### config.mk
export PLATFORM = sky130hd
export DESIGN_NAME = hbm_host_port
export DESIGN_NICKNAME = d
export VERILOG_FILES = /design/src/pkg/hbm_pkg.sv /design/src/core/hbm_host_port.sv /design/src/core/hbm_irq_route.sv
export VERILOG_INCLUDE_DIRS = /design/src /design/src/pkg
export SDC_FILE = /design/constraint.sdc
export NUM_CORES = 1
export LEC_CHECK = 0
export ABC_AREA = 1
export CAP_MARGIN = 10
export CELL_PAD_IN_SITES_DETAIL_PLACEMENT = 1
export CELL_PAD_IN_SITES_GLOBAL_PLACEMENT = 1
export CORE_UTILIZATION = 40
export CTS_CLUSTER_DIAMETER = 60
export DETAILED_ROUTE_END_ITERATION = 16
export DONT_BUFFER_PORTS = 1
export GPL_TIMING_DRIVEN = 0
export PLACE_DENSITY_LB_ADDON = 0.1
export SLEW_MARGIN = 20
export SYNTH_ARGS = -nofsm -noshare
export SYNTH_HDL_FRONTEND = slang
export SYNTH_SLANG_ARGS = --single-unit
### constraint.sdc
create_clock -name sys_clk_i -period 1 [get_ports sys_clk_i]
set_input_delay 0.2 -clock sys_clk_i [delete_from_list [all_inputs] [get_ports sys_clk_i]]
set_output_delay 0.2 -clock sys_clk_i [all_outputs]
set_load 0.03 [all_outputs]
### src/pkg/hbm_map.svh
`ifndef HBM_MAP_SVH
`define HBM_MAP_SVH

// ----------------------------------------------------------------
// Widths of the host port
// ----------------------------------------------------------------
// Data bus width in bits
`define HBM_DATA_W 32
// Word address width, dedicated lines 2 to 5
`define HBM_WADDR_W 4
// Internal event count per interrupt output
`define HBM_EVT_W 8
// Number of interrupt outputs
`define HBM_IRQ_N 3

// ----------------------------------------------------------------
// Field positions
// ----------------------------------------------------------------
// Address bits carried on the shared lines in multiplexed mode
`define HBM_AD_LSB 2
`define HBM_AD_MSB 5

// ----------------------------------------------------------------
// Mode codes and reset values
// ----------------------------------------------------------------
// Bus select level for the multiplexed bus
`define HBM_MODE_MUX 1'b1
// Reset values
`define HBM_WORD_RST 32'h0000_0000
`define HBM_WADDR_RST 4'h0
`define HBM_EVT_RST 8'h00
`define HBM_IRQ_RST 3'h0

`endif

### src/pkg/hbm_pkg.sv
`default_nettype none
`include "hbm_map.svh"

package hbm_pkg;

  // ----------------------------------------------------------------
  // Data types
  // ----------------------------------------------------------------
  // One bus word
  typedef logic [`HBM_DATA_W-1:0] hbm_word_type;
  // Word address, no byte bits below it
  typedef logic [`HBM_WADDR_W-1:0] hbm_waddr_type;
  // Event vector and one route mask
  typedef logic [`HBM_EVT_W-1:0] hbm_evt_type;
  // Interrupt output vector
  typedef logic [`HBM_IRQ_N-1:0] hbm_irq_type;

  // Host pin levels, all sampled together
  typedef struct packed {
    logic mux;
    logic cs_n;
    logic oe_n;
    logic we_n;
    logic a2_ale;
    logic a3;
    logic a4;
    logic a5;
    hbm_word_type data;
  } hbm_pins_type;

  // Cycle phases of the host port
  typedef enum logic [1:0] {
    ST_IDLE,
    ST_ADDR,
    ST_DATA
  } hbm_state_type;

endpackage

`default_nettype wire

### src/core/hbm_host_port.sv
`timescale 1ns/10ps
`default_nettype none
`include "hbm_map.svh"

// What this block does
// - Non-muxed address taken at chip select fall
// - Address lines select 32-bit words
// - Muxed mode: bit-2 line is latch strobe
// - Shared lines carry address, then data
// - Non-muxed mode: shared lines are data only
// - Muxed mode ignores dedicated bits 3 to 5
// - Three interrupt outputs, each event-set configurable
// - Chip select rise ends the cycle
// - Write-enable low writes, high reads
// - Data driven only while output enable low
module hbm_host_port (
  input wire logic sys_clk_i,
  input wire logic nrst_i,
  input wire logic bus_mux_select_i,
  input wire logic host_cs_n_i,
  input wire logic host_oe_n_i,
  input wire logic host_we_n_i,
  input wire logic addr_bit2_or_latch_strobe_i,
  input wire logic addr_bit3_line_i,
  input wire logic addr_bit4_line_i,
  input wire logic addr_bit5_line_i,
  input wire hbm_pkg::hbm_word_type data_i,
  output hbm_pkg::hbm_word_type data_o,
  output logic data_oe_n_o,
  output logic rd_stb_o,
  output logic wr_stb_o,
  output hbm_pkg::hbm_waddr_type word_addr_o,
  output hbm_pkg::hbm_word_type wr_data_o,
  input wire hbm_pkg::hbm_word_type rd_data_i,
  input wire hbm_pkg::hbm_evt_type irq_event_i,
  input wire hbm_pkg::hbm_evt_type irq_route0_i,
  input wire hbm_pkg::hbm_evt_type irq_route1_i,
  input wire hbm_pkg::hbm_evt_type irq_route2_i,
  output logic host_irq_out_0_o,
  output logic host_irq_out_1_o,
  output logic host_irq_out_2_o
);

  // ----------------------------------------------------------------
  // Helpers
  // ----------------------------------------------------------------
  // High when a sampled level went from one to zero
  function automatic logic fell(input logic prev, input logic cur);
    fell = prev & ~cur;
  endfunction

  // ----------------------------------------------------------------
  // Pin synchronisers
  // ----------------------------------------------------------------
  hbm_pkg::hbm_pins_type raw; // Live pin levels
  hbm_pkg::hbm_pins_type s1_d, s1_q; // First stage, read by s2 only
  hbm_pkg::hbm_pins_type s2_d, s2_q; // Safe sampled levels
  hbm_pkg::hbm_pins_type s3_d, s3_q; // Previous safe levels

  // Gather the host pins
  always_comb begin
    raw.mux = bus_mux_select_i;
    raw.cs_n = host_cs_n_i;
    raw.oe_n = host_oe_n_i;
    raw.we_n = host_we_n_i;
    raw.a2_ale = addr_bit2_or_latch_strobe_i;
    raw.a3 = addr_bit3_line_i;
    raw.a4 = addr_bit4_line_i;
    raw.a5 = addr_bit5_line_i;
    raw.data = data_i;
  end

  // Shift chain: two stages, then one for edges
  always_comb begin
    s1_d = raw;
    s2_d = s1_q;
    s3_d = s2_q;
  end

  // Register the chain; idle bus levels at reset
  always_ff @(posedge sys_clk_i) begin
    if (!nrst_i) begin
      s1_q <= '{cs_n: 1'b1, oe_n: 1'b1, we_n: 1'b1, default: '0};
      s2_q <= '{cs_n: 1'b1, oe_n: 1'b1, we_n: 1'b1, default: '0};
      s3_q <= '{cs_n: 1'b1, oe_n: 1'b1, we_n: 1'b1, default: '0};
    end else begin
      s1_q <= s1_d;
      s2_q <= s2_d;
      s3_q <= s3_d;
    end
  end

  // ----------------------------------------------------------------
  // Bus cycle control
  // ----------------------------------------------------------------
  logic mux_mode; // Multiplexed bus selected
  logic cs_fall; // Chip select went active
  logic cs_rise; // Chip select went inactive
  logic ale_fall; // Latch strobe closed
  hbm_pkg::hbm_state_type st_d, st_q; // Cycle phase
  hbm_pkg::hbm_waddr_type addr_d, addr_q; // Captured word address
  hbm_pkg::hbm_word_type wdat_d, wdat_q; // Write data to the core
  hbm_pkg::hbm_word_type rdat_d, rdat_q; // Read data to the pins
  logic rd_d, rd_q; // Read request pulse
  logic wr_d, wr_q; // Write request pulse
  logic pend_d, pend_q; // Read data due this cycle
  logic oen_d, oen_q; // Data pin output enable, low drives

  always_comb begin
    mux_mode = (s2_q.mux == `HBM_MODE_MUX);
    cs_fall = fell(s3_q.cs_n, s2_q.cs_n);
    cs_rise = fell(s2_q.cs_n, s3_q.cs_n);
    ale_fall = fell(s3_q.a2_ale, s2_q.a2_ale);
  end

  // Phase sequencing and request generation
  always_comb begin
    st_d = st_q;
    addr_d = addr_q;
    wdat_d = wdat_q;
    rdat_d = rdat_q;
    rd_d = 1'b0;
    wr_d = 1'b0;
    case (st_q)
      // Wait for chip select
      hbm_pkg::ST_IDLE: begin
        if (cs_fall) begin
          if (mux_mode) begin
            // Address follows on the shared lines
            st_d = hbm_pkg::ST_ADDR;
          end else begin
            // Dedicated lines hold the word address
            addr_d = {s2_q.a5, s2_q.a4, s2_q.a3, s2_q.a2_ale};
            st_d = hbm_pkg::ST_DATA;
            rd_d = s2_q.we_n;
          end
        end
      end
      // Multiplexed address phase
      hbm_pkg::ST_ADDR: begin
        if (cs_rise) begin
          st_d = hbm_pkg::ST_IDLE;
        end else if (ale_fall) begin
          // Shared lines hold the address while the strobe closes
          addr_d = s2_q.data[`HBM_AD_MSB:`HBM_AD_LSB];
          st_d = hbm_pkg::ST_DATA;
          rd_d = s2_q.we_n;
        end
      end
      // Data phase, ends at chip select rise
      hbm_pkg::ST_DATA: begin
        if (cs_rise) begin
          st_d = hbm_pkg::ST_IDLE;
          wr_d = ~s2_q.we_n;
          wdat_d = s2_q.data;
        end
      end
      default: begin
        st_d = hbm_pkg::ST_IDLE;
      end
    endcase
    // Core returns read data one cycle after the request
    pend_d = rd_q;
    if (pend_q) begin
      rdat_d = rd_data_i;
    end
    // Drive only in a data phase with output enable low
    oen_d = ~(st_q == hbm_pkg::ST_DATA && !cs_rise && !s2_q.oe_n);
  end

  // Register the cycle state
  always_ff @(posedge sys_clk_i) begin
    if (!nrst_i) begin
      st_q <= hbm_pkg::ST_IDLE;
      addr_q <= `HBM_WADDR_RST;
      wdat_q <= `HBM_WORD_RST;
      rdat_q <= `HBM_WORD_RST;
      rd_q <= 1'b0;
      wr_q <= 1'b0;
      pend_q <= 1'b0;
      oen_q <= 1'b1;
    end else begin
      st_q <= st_d;
      addr_q <= addr_d;
      wdat_q <= wdat_d;
      rdat_q <= rdat_d;
      rd_q <= rd_d;
      wr_q <= wr_d;
      pend_q <= pend_d;
      oen_q <= oen_d;
    end
  end

  assign data_o = rdat_q;
  assign data_oe_n_o = oen_q;
  assign rd_stb_o = rd_q;
  assign wr_stb_o = wr_q;
  assign word_addr_o = addr_q;
  assign wr_data_o = wdat_q;

  // ----------------------------------------------------------------
  // Host interrupts
  // ----------------------------------------------------------------
  hbm_pkg::hbm_irq_type irq; // Registered outputs of the router

  hbm_irq_route u_irq (
    .sys_clk_i(sys_clk_i),
    .nrst_i(nrst_i),
    .evt_i(irq_event_i),
    .route0_i(irq_route0_i),
    .route1_i(irq_route1_i),
    .route2_i(irq_route2_i),
    .irq_o(irq)
  );

  assign host_irq_out_0_o = irq[0];
  assign host_irq_out_1_o = irq[1];
  assign host_irq_out_2_o = irq[2];
endmodule

`default_nettype wire

### src/core/hbm_irq_route.sv
`timescale 1ns/10ps
`default_nettype none
`include "hbm_map.svh"

// Routes internal events onto three host interrupt outputs
module hbm_irq_route (
  input wire logic sys_clk_i,
  input wire logic nrst_i,
  input wire hbm_pkg::hbm_evt_type evt_i,
  input wire hbm_pkg::hbm_evt_type route0_i,
  input wire hbm_pkg::hbm_evt_type route1_i,
  input wire hbm_pkg::hbm_evt_type route2_i,
  output hbm_pkg::hbm_irq_type irq_o
);

  // ----------------------------------------------------------------
  // Output selection
  // ----------------------------------------------------------------
  hbm_pkg::hbm_irq_type irq_d; // Next interrupt levels
  hbm_pkg::hbm_irq_type irq_q; // Registered interrupt levels

  // Each output fires on any event of its own chosen set
  always_comb begin
    irq_d[0] = |(evt_i & route0_i);
    irq_d[1] = |(evt_i & route1_i);
    irq_d[2] = |(evt_i & route2_i);
  end

  // Register the levels
  always_ff @(posedge sys_clk_i) begin
    if (!nrst_i) begin
      irq_q <= `HBM_IRQ_RST;
    end else begin
      irq_q <= irq_d;
    end
  end

  assign irq_o = irq_q;

endmodule

`default_nettype wire

==> results of run 1 <==
[layout make-up]
class                           count  area, µm²  share of cell area
Clock inverter                     12        165              0.0228
Sequential cell                   159       3470               0.479
Buffer                             29        204              0.0281
Timing Repair Buffer               74        738               0.102
Inverter                           92        353              0.0487
Multi-Input combinational cell    364       1650               0.227
Clock buffer                       20        457              0.0630
Tap cell                          172        215              0.0297
[synthesized netlist by cell type]
cell      number
a21oi_1        6
buf_2         10
buf_6          6
clkbuf_1      13
dfxtp_1      159
inv_1         90
inv_2          1
inv_4          1
nand2_1      122
nand2_2        2
nand3_1        7
nand3_2        2
nand4_1        7
nor2_1       139
nor2_2         3
nor2_4         1
nor2_8         1
nor3_2         1
o21ai_0       45
o21ai_1       21
or2_2          7
[worst max path at each step]
stage	startpoint	to	slack (ps)	depth (start not counted)
floorplan	st_q[0]	wr_data_o[10]	-50	7
global placement	s2_q[38]	wr_data_o[25]	-180	6
detailed placement	nrst_i	data_o[23]	-240	4
CTS	s3_q[38]	wr_data_o[25]	-160	7
global route	st_q[0]	wr_data_o[27]	-230	7
finish	st_q[0]	wr_data_o[29]	-190	6
[worst min-delay path, cell delays in order]
cell	delay [ps]
nand2_1	40
nand4_1	70
nor2_1	40
nor2_1	60
[per-layer routing]
layer  wire, µm  global-route usage
met5          0                   0
met4        158              0.0802
met3        886              0.0675
met2       7580               0.412
met1       5290               0.209
[where the power goes]
part	total (W)	leakage (nW)	internal, W	switching (W)
sequential	0.00660	1.36	0.00639	0.000212
combinational	0.000731	1.96	0.000359	0.000372
clock	0.00675	0.305	0.00428	0.00247
[registers in the layout, indices dropped and copies added (netlist names), 2 cells and up]
register / flops
s3_q: 2
s1_q: 40
u_irq.irq_o: 3
word_addr_o: 4
s2_q: 39
wr_data_o: 32
data_o: 32
st_q: 2
[repair_timing]
action                                  4_1_cts  5_1_grt
resized for setup                           166       36
pin swaps                                     3        2
hold buffers                                 73        0
endpoints found under the hold margin        74        0
buffers inserted                              1        0
endpoints found under the setup margin      145      145
[metrics by stage]
stage          instances  TNS, ps  utilization
2_1_floorplan        644    -1360            -
3_3_place_gp         816   -10720        0.430
3_5_place_dp         816   -14160        0.430
4_1_cts              922    -8150        0.563
5_1_grt              922   -10450        0.570
6_report             922    -6210        0.570
[cell families (layout without fill, tap and decap cells)]
group,count (synthesis),in the layout,share of synthesized area
simple gates,292,292,0.227
buf+inv,121,227,0.0979
flops,159,159,0.606
compound gates,72,72,0.0686
==> summary.md, run 1 <==
| Metric | Value |
|---|---|
| Antenna Cells | 0 |
| Share of cells above drive strength 1 | 0.229 |
| Buf/Inv on CP | 2 |
| Via Count | 4262 |
| CP Capture Type | register |
| Initial antenna violation count | 0 |
| Initial core utilization | 0.413 |
| Largest net degree at the start of global routing | 17 |
| Final hold vios | 0 |
| Share of the synthesized area in the top cell type | 0.606 |
| Final period util | 1.19 |
| First-pass GRT wire length | 21600 µm |
| Cells after synthesis | 644 |
| Top-level port count | 180 |
| Core box area | 12700 µm² |
| Die Y | 117 µm |
| Slew margin rel. | 0.679 |
| Area Overhead vs Synth | 38.0% |
| Synthesized area | 5250 µm² |
| Commonest non-fill, non-tap cells in the layout | 122 x nand2_1, 119 x nor2_1, 88 x inv_1, 82 x dfxtp_1, 76 x dfxtp_4 |
| Violated checks | negative setup slack |
| Post-place setup slack | -237 ps |
| Peak VDD IR | 1020 µV |
| Slew Viols, Final | 0 |
| Startpoint type of the worst setup path | register |
| Hold Startpoint | irq_route0_i[0] |
| Number of synthesized register bits | 159 |
| Worst path cell trace | inv_4 -> nand2_4 -> nor2_8 -> buf_6 -> o21ai_0 -> nor2_1 |
| Critical path type | register to register |
| Req. time, crit path | 1340 ps |
| Hold depth | 4 |
| Top delay family on crit path | simple AND/OR/NAND/NOR gates |
| Post-route ant nets | 0 |
| Fillcell total | 1477 |
| Crit path time final | 1190 ps |
| Hold WS | 20.5 ps |
| Synthesis Warnings | 0 |
| Final Cell Area | 7250 µm² |
| Number of distinct library cells after synthesis | 21 |
| DRC violation total after the first TritonRoute iteration | 151 |
| Worst setup margin | -195 ps |
| Drt wl/cell | 15.1 µm |
| Final clock skew | 7.53 ps |
| CP max FO | 10 |
| Reg2Reg Setup Slack | -190 ps |
| Via-per-instance ratio | 4.62 |
| Net count after synthesis | 750 |
| Clk buf depth | 2 |
| Worst path max stage delay | 360 ps |
| Final WL | 13900 µm |
| Placed Area | 5480 µm² |
| DP Wirelength | 8870 µm |
| Final #Nets | 843 |
| Seq/Total Area, Yosys | 0.606 |
| Num CTS Buffers | 17 |
| Area of the die | 13600 µm² |
| R2R Path Start | st_q[0] |
| Root Driver | clkbuf_16 |
| Overall routing resource usage | 0.213 |
| Cell Pwr Density | 1940 nW/µm² |
| Synth area leaders | dfxtp_1 61%, nor2_1 9.9%, nand2_1 8.7%, inv_1 6.4%, o21ai_0 4.3% |
| Worst Tran Pin Value | 482 ps |
| H-tree levels | 4 |
| CTS tree | done |
| Hold EP | u_irq.irq_o[0] |
| Outcome | complete, but fails checks |
| Commonest non-fill, non-tap cell in the layout | nand2_1 |
| Area leader, netlist | dfxtp_1 |
| End of the worst register-to-register path | wr_data_o[29] |
| Crit path arrival time | 1530 ps |
| Cell row count | 41 |
| RSZ-0062 raised after global routing | yes |
| Maximum clock frequency | 0.837 GHz |
| Vias in the first global route | 4620 |
| Overflow after GRT | 0 |
| Syn avg cell area | 8.16 µm² |
| FF-to-FF path depth | 6 |
| Chip Width | 117 µm |
| CTS sink count | 159 |
| Final GP Congestion | 0.810 |
| Final Power | 0.0141 W |
| Worst-path clk slew | 60 ps |
| DR pass1 iterations | 4 |
| Final setup vio count | 113 |
| Leakage | 3.63 nW |
| Worst min path class | input port to register |
| Clk_lat worst skew | 420 ps |
| Max-cap violations | 0 |
| Critical path's slowest cell | dfxtp_4 |
| # port buffers | 0 |
| Remaining DRCs | 0 |
Power figures use the tool's default switching activity.
==> run 2: changes to the inputs <==
--- a/config.mk
+++ b/config.mk
@@ -16,7 +16,9 @@
 export DONT_BUFFER_PORTS = 1
 export GPL_TIMING_DRIVEN = 0
 export PLACE_DENSITY_LB_ADDON = 0.1
+export REMOVE_ABC_BUFFERS = 1
 export SLEW_MARGIN = 20
 export SYNTH_ARGS = -nofsm -noshare
 export SYNTH_HDL_FRONTEND = slang
 export SYNTH_SLANG_ARGS = --single-unit
+export TNS_END_PERCENT = 50
==> summary.md, run 2 (synthesized netlist as in run 1, its figures left out) <==
| Metric | Value |
|---|---|
| Internal Power | 0.0104 W (-5.6%) |
| Combinational Power Share | 0.050 (-0.002) |
| Worst-path clk slew | 60 ps (about the same) |
| Highest signal layer in the routed design | met4 |
| Commonest non-fill, non-tap cells in the layout | 120 x nand2_1, 101 x nor2_1, 88 x inv_1, 81 x dfxtp_1, 77 x dfxtp_4 |
| Worst min path class | input port to register |
| CTS sink count | 159 (unchanged) |
| Area of the die | 13600 µm² (unchanged) |
| Worst path max stage delay | 370 ps (about the same) |
| Post-route ant nets | 0 (unchanged) |
| Outcome | complete, but fails checks |
| Top flop regs | s1_q x40, s2_q x39 |
| Final period util | 1.20 (+0.00616) |
| Num CTS Buffers | 17 (unchanged) |
| Remaining DRCs | 0 (unchanged) |
| DP Wirelength | 7380 µm (-17%) |
| Initial core utilization | 0.413 (unchanged) |
| Critical path type | register to register |
| Switch Pwr | 0.00290 W (-5.0%) |
| Via Count | 4260 (-0.047%) |
| Final WL | 14300 µm (+2.9%) |
| Peak VDD IR | 1270 µV (+25%) |
| Fillcell total | 1459 (-1.2%) |
| CP Capture Type | register |
| Max-cap violations | 0 (unchanged) |
| Slew Viols, Final | 0 (unchanged) |
| DRC violation total after the first TritonRoute iteration | 196 (+30%) |
| Sequential share of power | 0.497 (+0.028) |
| Vias in the first global route | 4410 (-4.5%) |
| Overflow after GRT | 0 (unchanged) |
| Clk_lat worst skew | 420 ps (about the same) |
| Maximum clock frequency | 0.833 GHz (-0.51%) |
| Met1 Wirelength | 5620 µm (+6.2%) |
| Worst setup margin | -201 ps (-6.16 ps) |
| Crit path arrival time | 1510 ps (-20 ps) |
| Worst path cell trace | inv_6 -> nand2_8 -> nor2_8 -> buf_12 -> inv_16 -> nor2_2 -> nor2_1 |
| Root Driver | clkbuf_16 |
| Clock group share of total power | 0.453 (-0.026) |
| Core box area | 12700 µm² (unchanged) |
| Final clock skew | 7.31 ps (-0.219 ps) |
| Critical path's slowest cell | dfxtp_4 |
| Leakage | 3.57 nW (-1.5%) |
| Final #Nets | 827 (-1.9%) |
| CP max FO | 32 (+22) |
| DR pass1 iterations | 6 (+2) |
| Chip Width | 117 µm (unchanged) |
| Final GP Congestion | 0.718 (-11%) |
| Cell row count | 41 (unchanged) |
| Crit path time final | 1200 ps (+6.16 ps) |
| Largest reg by FF count | s1_q |
| Top-level port count | 180 (unchanged) |
| Req. time, crit path | 1310 ps (-30 ps) |
| Largest net degree at the start of global routing | 149 (+132) |
| RSZ-0062 raised after global routing | yes |
| Area Overhead vs Synth | 41.0% |
| Hold WS | -113 ps (-133 ps) |
| First-pass GRT wire length | 21700 µm (+0.38%) |
| Worst Tran Pin Value | 359 ps (-123 ps) |
| Fin cells | 904 (-2.0%) |
| Clk buf depth | 2 (unchanged) |
| Final hold vios | 138 (+138) |
| CTS tree | done |
| Die Y | 117 µm (unchanged) |
| Antenna Cells | 0 (unchanged) |
| Reg2Reg Setup Slack | -200 ps (about the same) |
| DP Cell Count | 787 (-3.6%) |
| H-tree levels | 4 (unchanged) |
| Share of cells above drive strength 1 | 0.288 (+0.0589) |
| Violated checks | negative hold slack, negative setup slack |
| Overall routing resource usage | 0.214 (+0.00193) |
| Slew margin rel. | 0.760 (+0.0817) |
| # port buffers | 0 (unchanged) |
| Routed wl met2 | 7690 µm (+1.5%) |
| Startpoint type of the worst setup path | register |
| Max reg flops | 40 (unchanged) |
| Met3 layer wire length in the routed design | 820 µm (-7.4%) |
| Sw frac | 0.218 (+0.00110) |
| Final setup vio count | 115 (+1.8%) |
| Via-per-instance ratio | 4.71 (+1.9%) |
| Commonest non-fill, non-tap cell in the layout | nand2_1 |
| Cell Pwr Density | 1800 nW/µm² (-7.5%) |
| Initial antenna violation count | 0 (unchanged) |
| Drt wl/cell | 15.8 µm (+5.0%) |
run 2: cell count changes in the layout (fill, tap and decap cells not counted), moves of 5 or more:
cell           previous run  this run
clkbuf_1                  9         1
nor2_1                  119       101
nor2_4                    4        11
clkbuf_8                  2         8
o21ai_0                  44        30
nor2_2                   20        32
buf_2                    11         0
dlygate4sd3_1            73        63
buf_4                     2         7
buf_12                    1         9
o21ai_2                   0        13
run 2: stage by stage:
step           setup TNS (ps)  utilization  setup WS, ps  area, µm²  total power [W]
6_report                -7780        0.582          -201       7410           0.0133
5_1_grt                -12670        0.582          -272       7410           0.0138
4_1_cts                 -9150        0.558          -171       7100           0.0134
3_5_place_dp           -61160        0.417         -1190       5300          0.00724
2_1_floorplan          -22730            -          -470       5090          0.00714
3_3_place_gp           -58400        0.417         -1130       5300          0.00720
run 2: worst max-delay path, delay by kind of cell (launching register included):
| family | cells | cell delay, ps |
|---|---|---|
| and+or+nand+nor | 4 | 390 |
| buffers and inverters | 3 | 320 |
| DFF | 1 | 370 |
run 2: layout make-up:
type	count	area, µm²	area share
multi-input cells	367	1870	0.252
clock buffers	26	539	0.0728
repair buffers	83	912	0.123
well taps	172	215	0.0290
inverters	92	370	0.0500
repair inverters	1	7.51	0.00101
flip-flops and latches	159	3470	0.469
clock inverters	4	25.0	0.00338
run 2: power groups by stage:
stage,clock (W),combinational (W),sequential [W]
6_report,0.00604,0.000667,0.00661
5_1_grt,0.00648,0.000744,0.00663
4_1_cts,0.00620,0.000608,0.00661
3_5_place_dp,0,0.000346,0.00689
2_1_floorplan,0,0.000279,0.00686
3_3_place_gp,0,0.000320,0.00688
run 2: final timing paths:
path,cells past startpoint,start,end
setup / recovery,7,st_q[0],wr_data_o[30]
hold / removal,2,nrst_i,s1_q[24]
setup reg to reg,7,st_q[0],wr_data_o[30]
hold reg to reg,1,s1_q[36],s2_q[36]
run 2: repair_timing:
| action | in CTS | in global routing |
|---|---|---|
| gates resized for setup | 177 | 88 |
| hold buffers | 59 | 4 |
| setup buffers | 18 | 2 |
| setup endpoints to repair | 147 | 139 |
| pin swaps | 5 | 15 |
| endpoints found under the hold margin | 150 | 147 |
| cloned | 4 | 1 |
run 2: routing by layer:
metal / global-route usage / vias to the layer above
met2: 0.392 / 98
met3: 0.0841 / 22
li1: - / 2097
met4: 0.0776 / 0
met5: 0 / -
met1: 0.222 / 2043
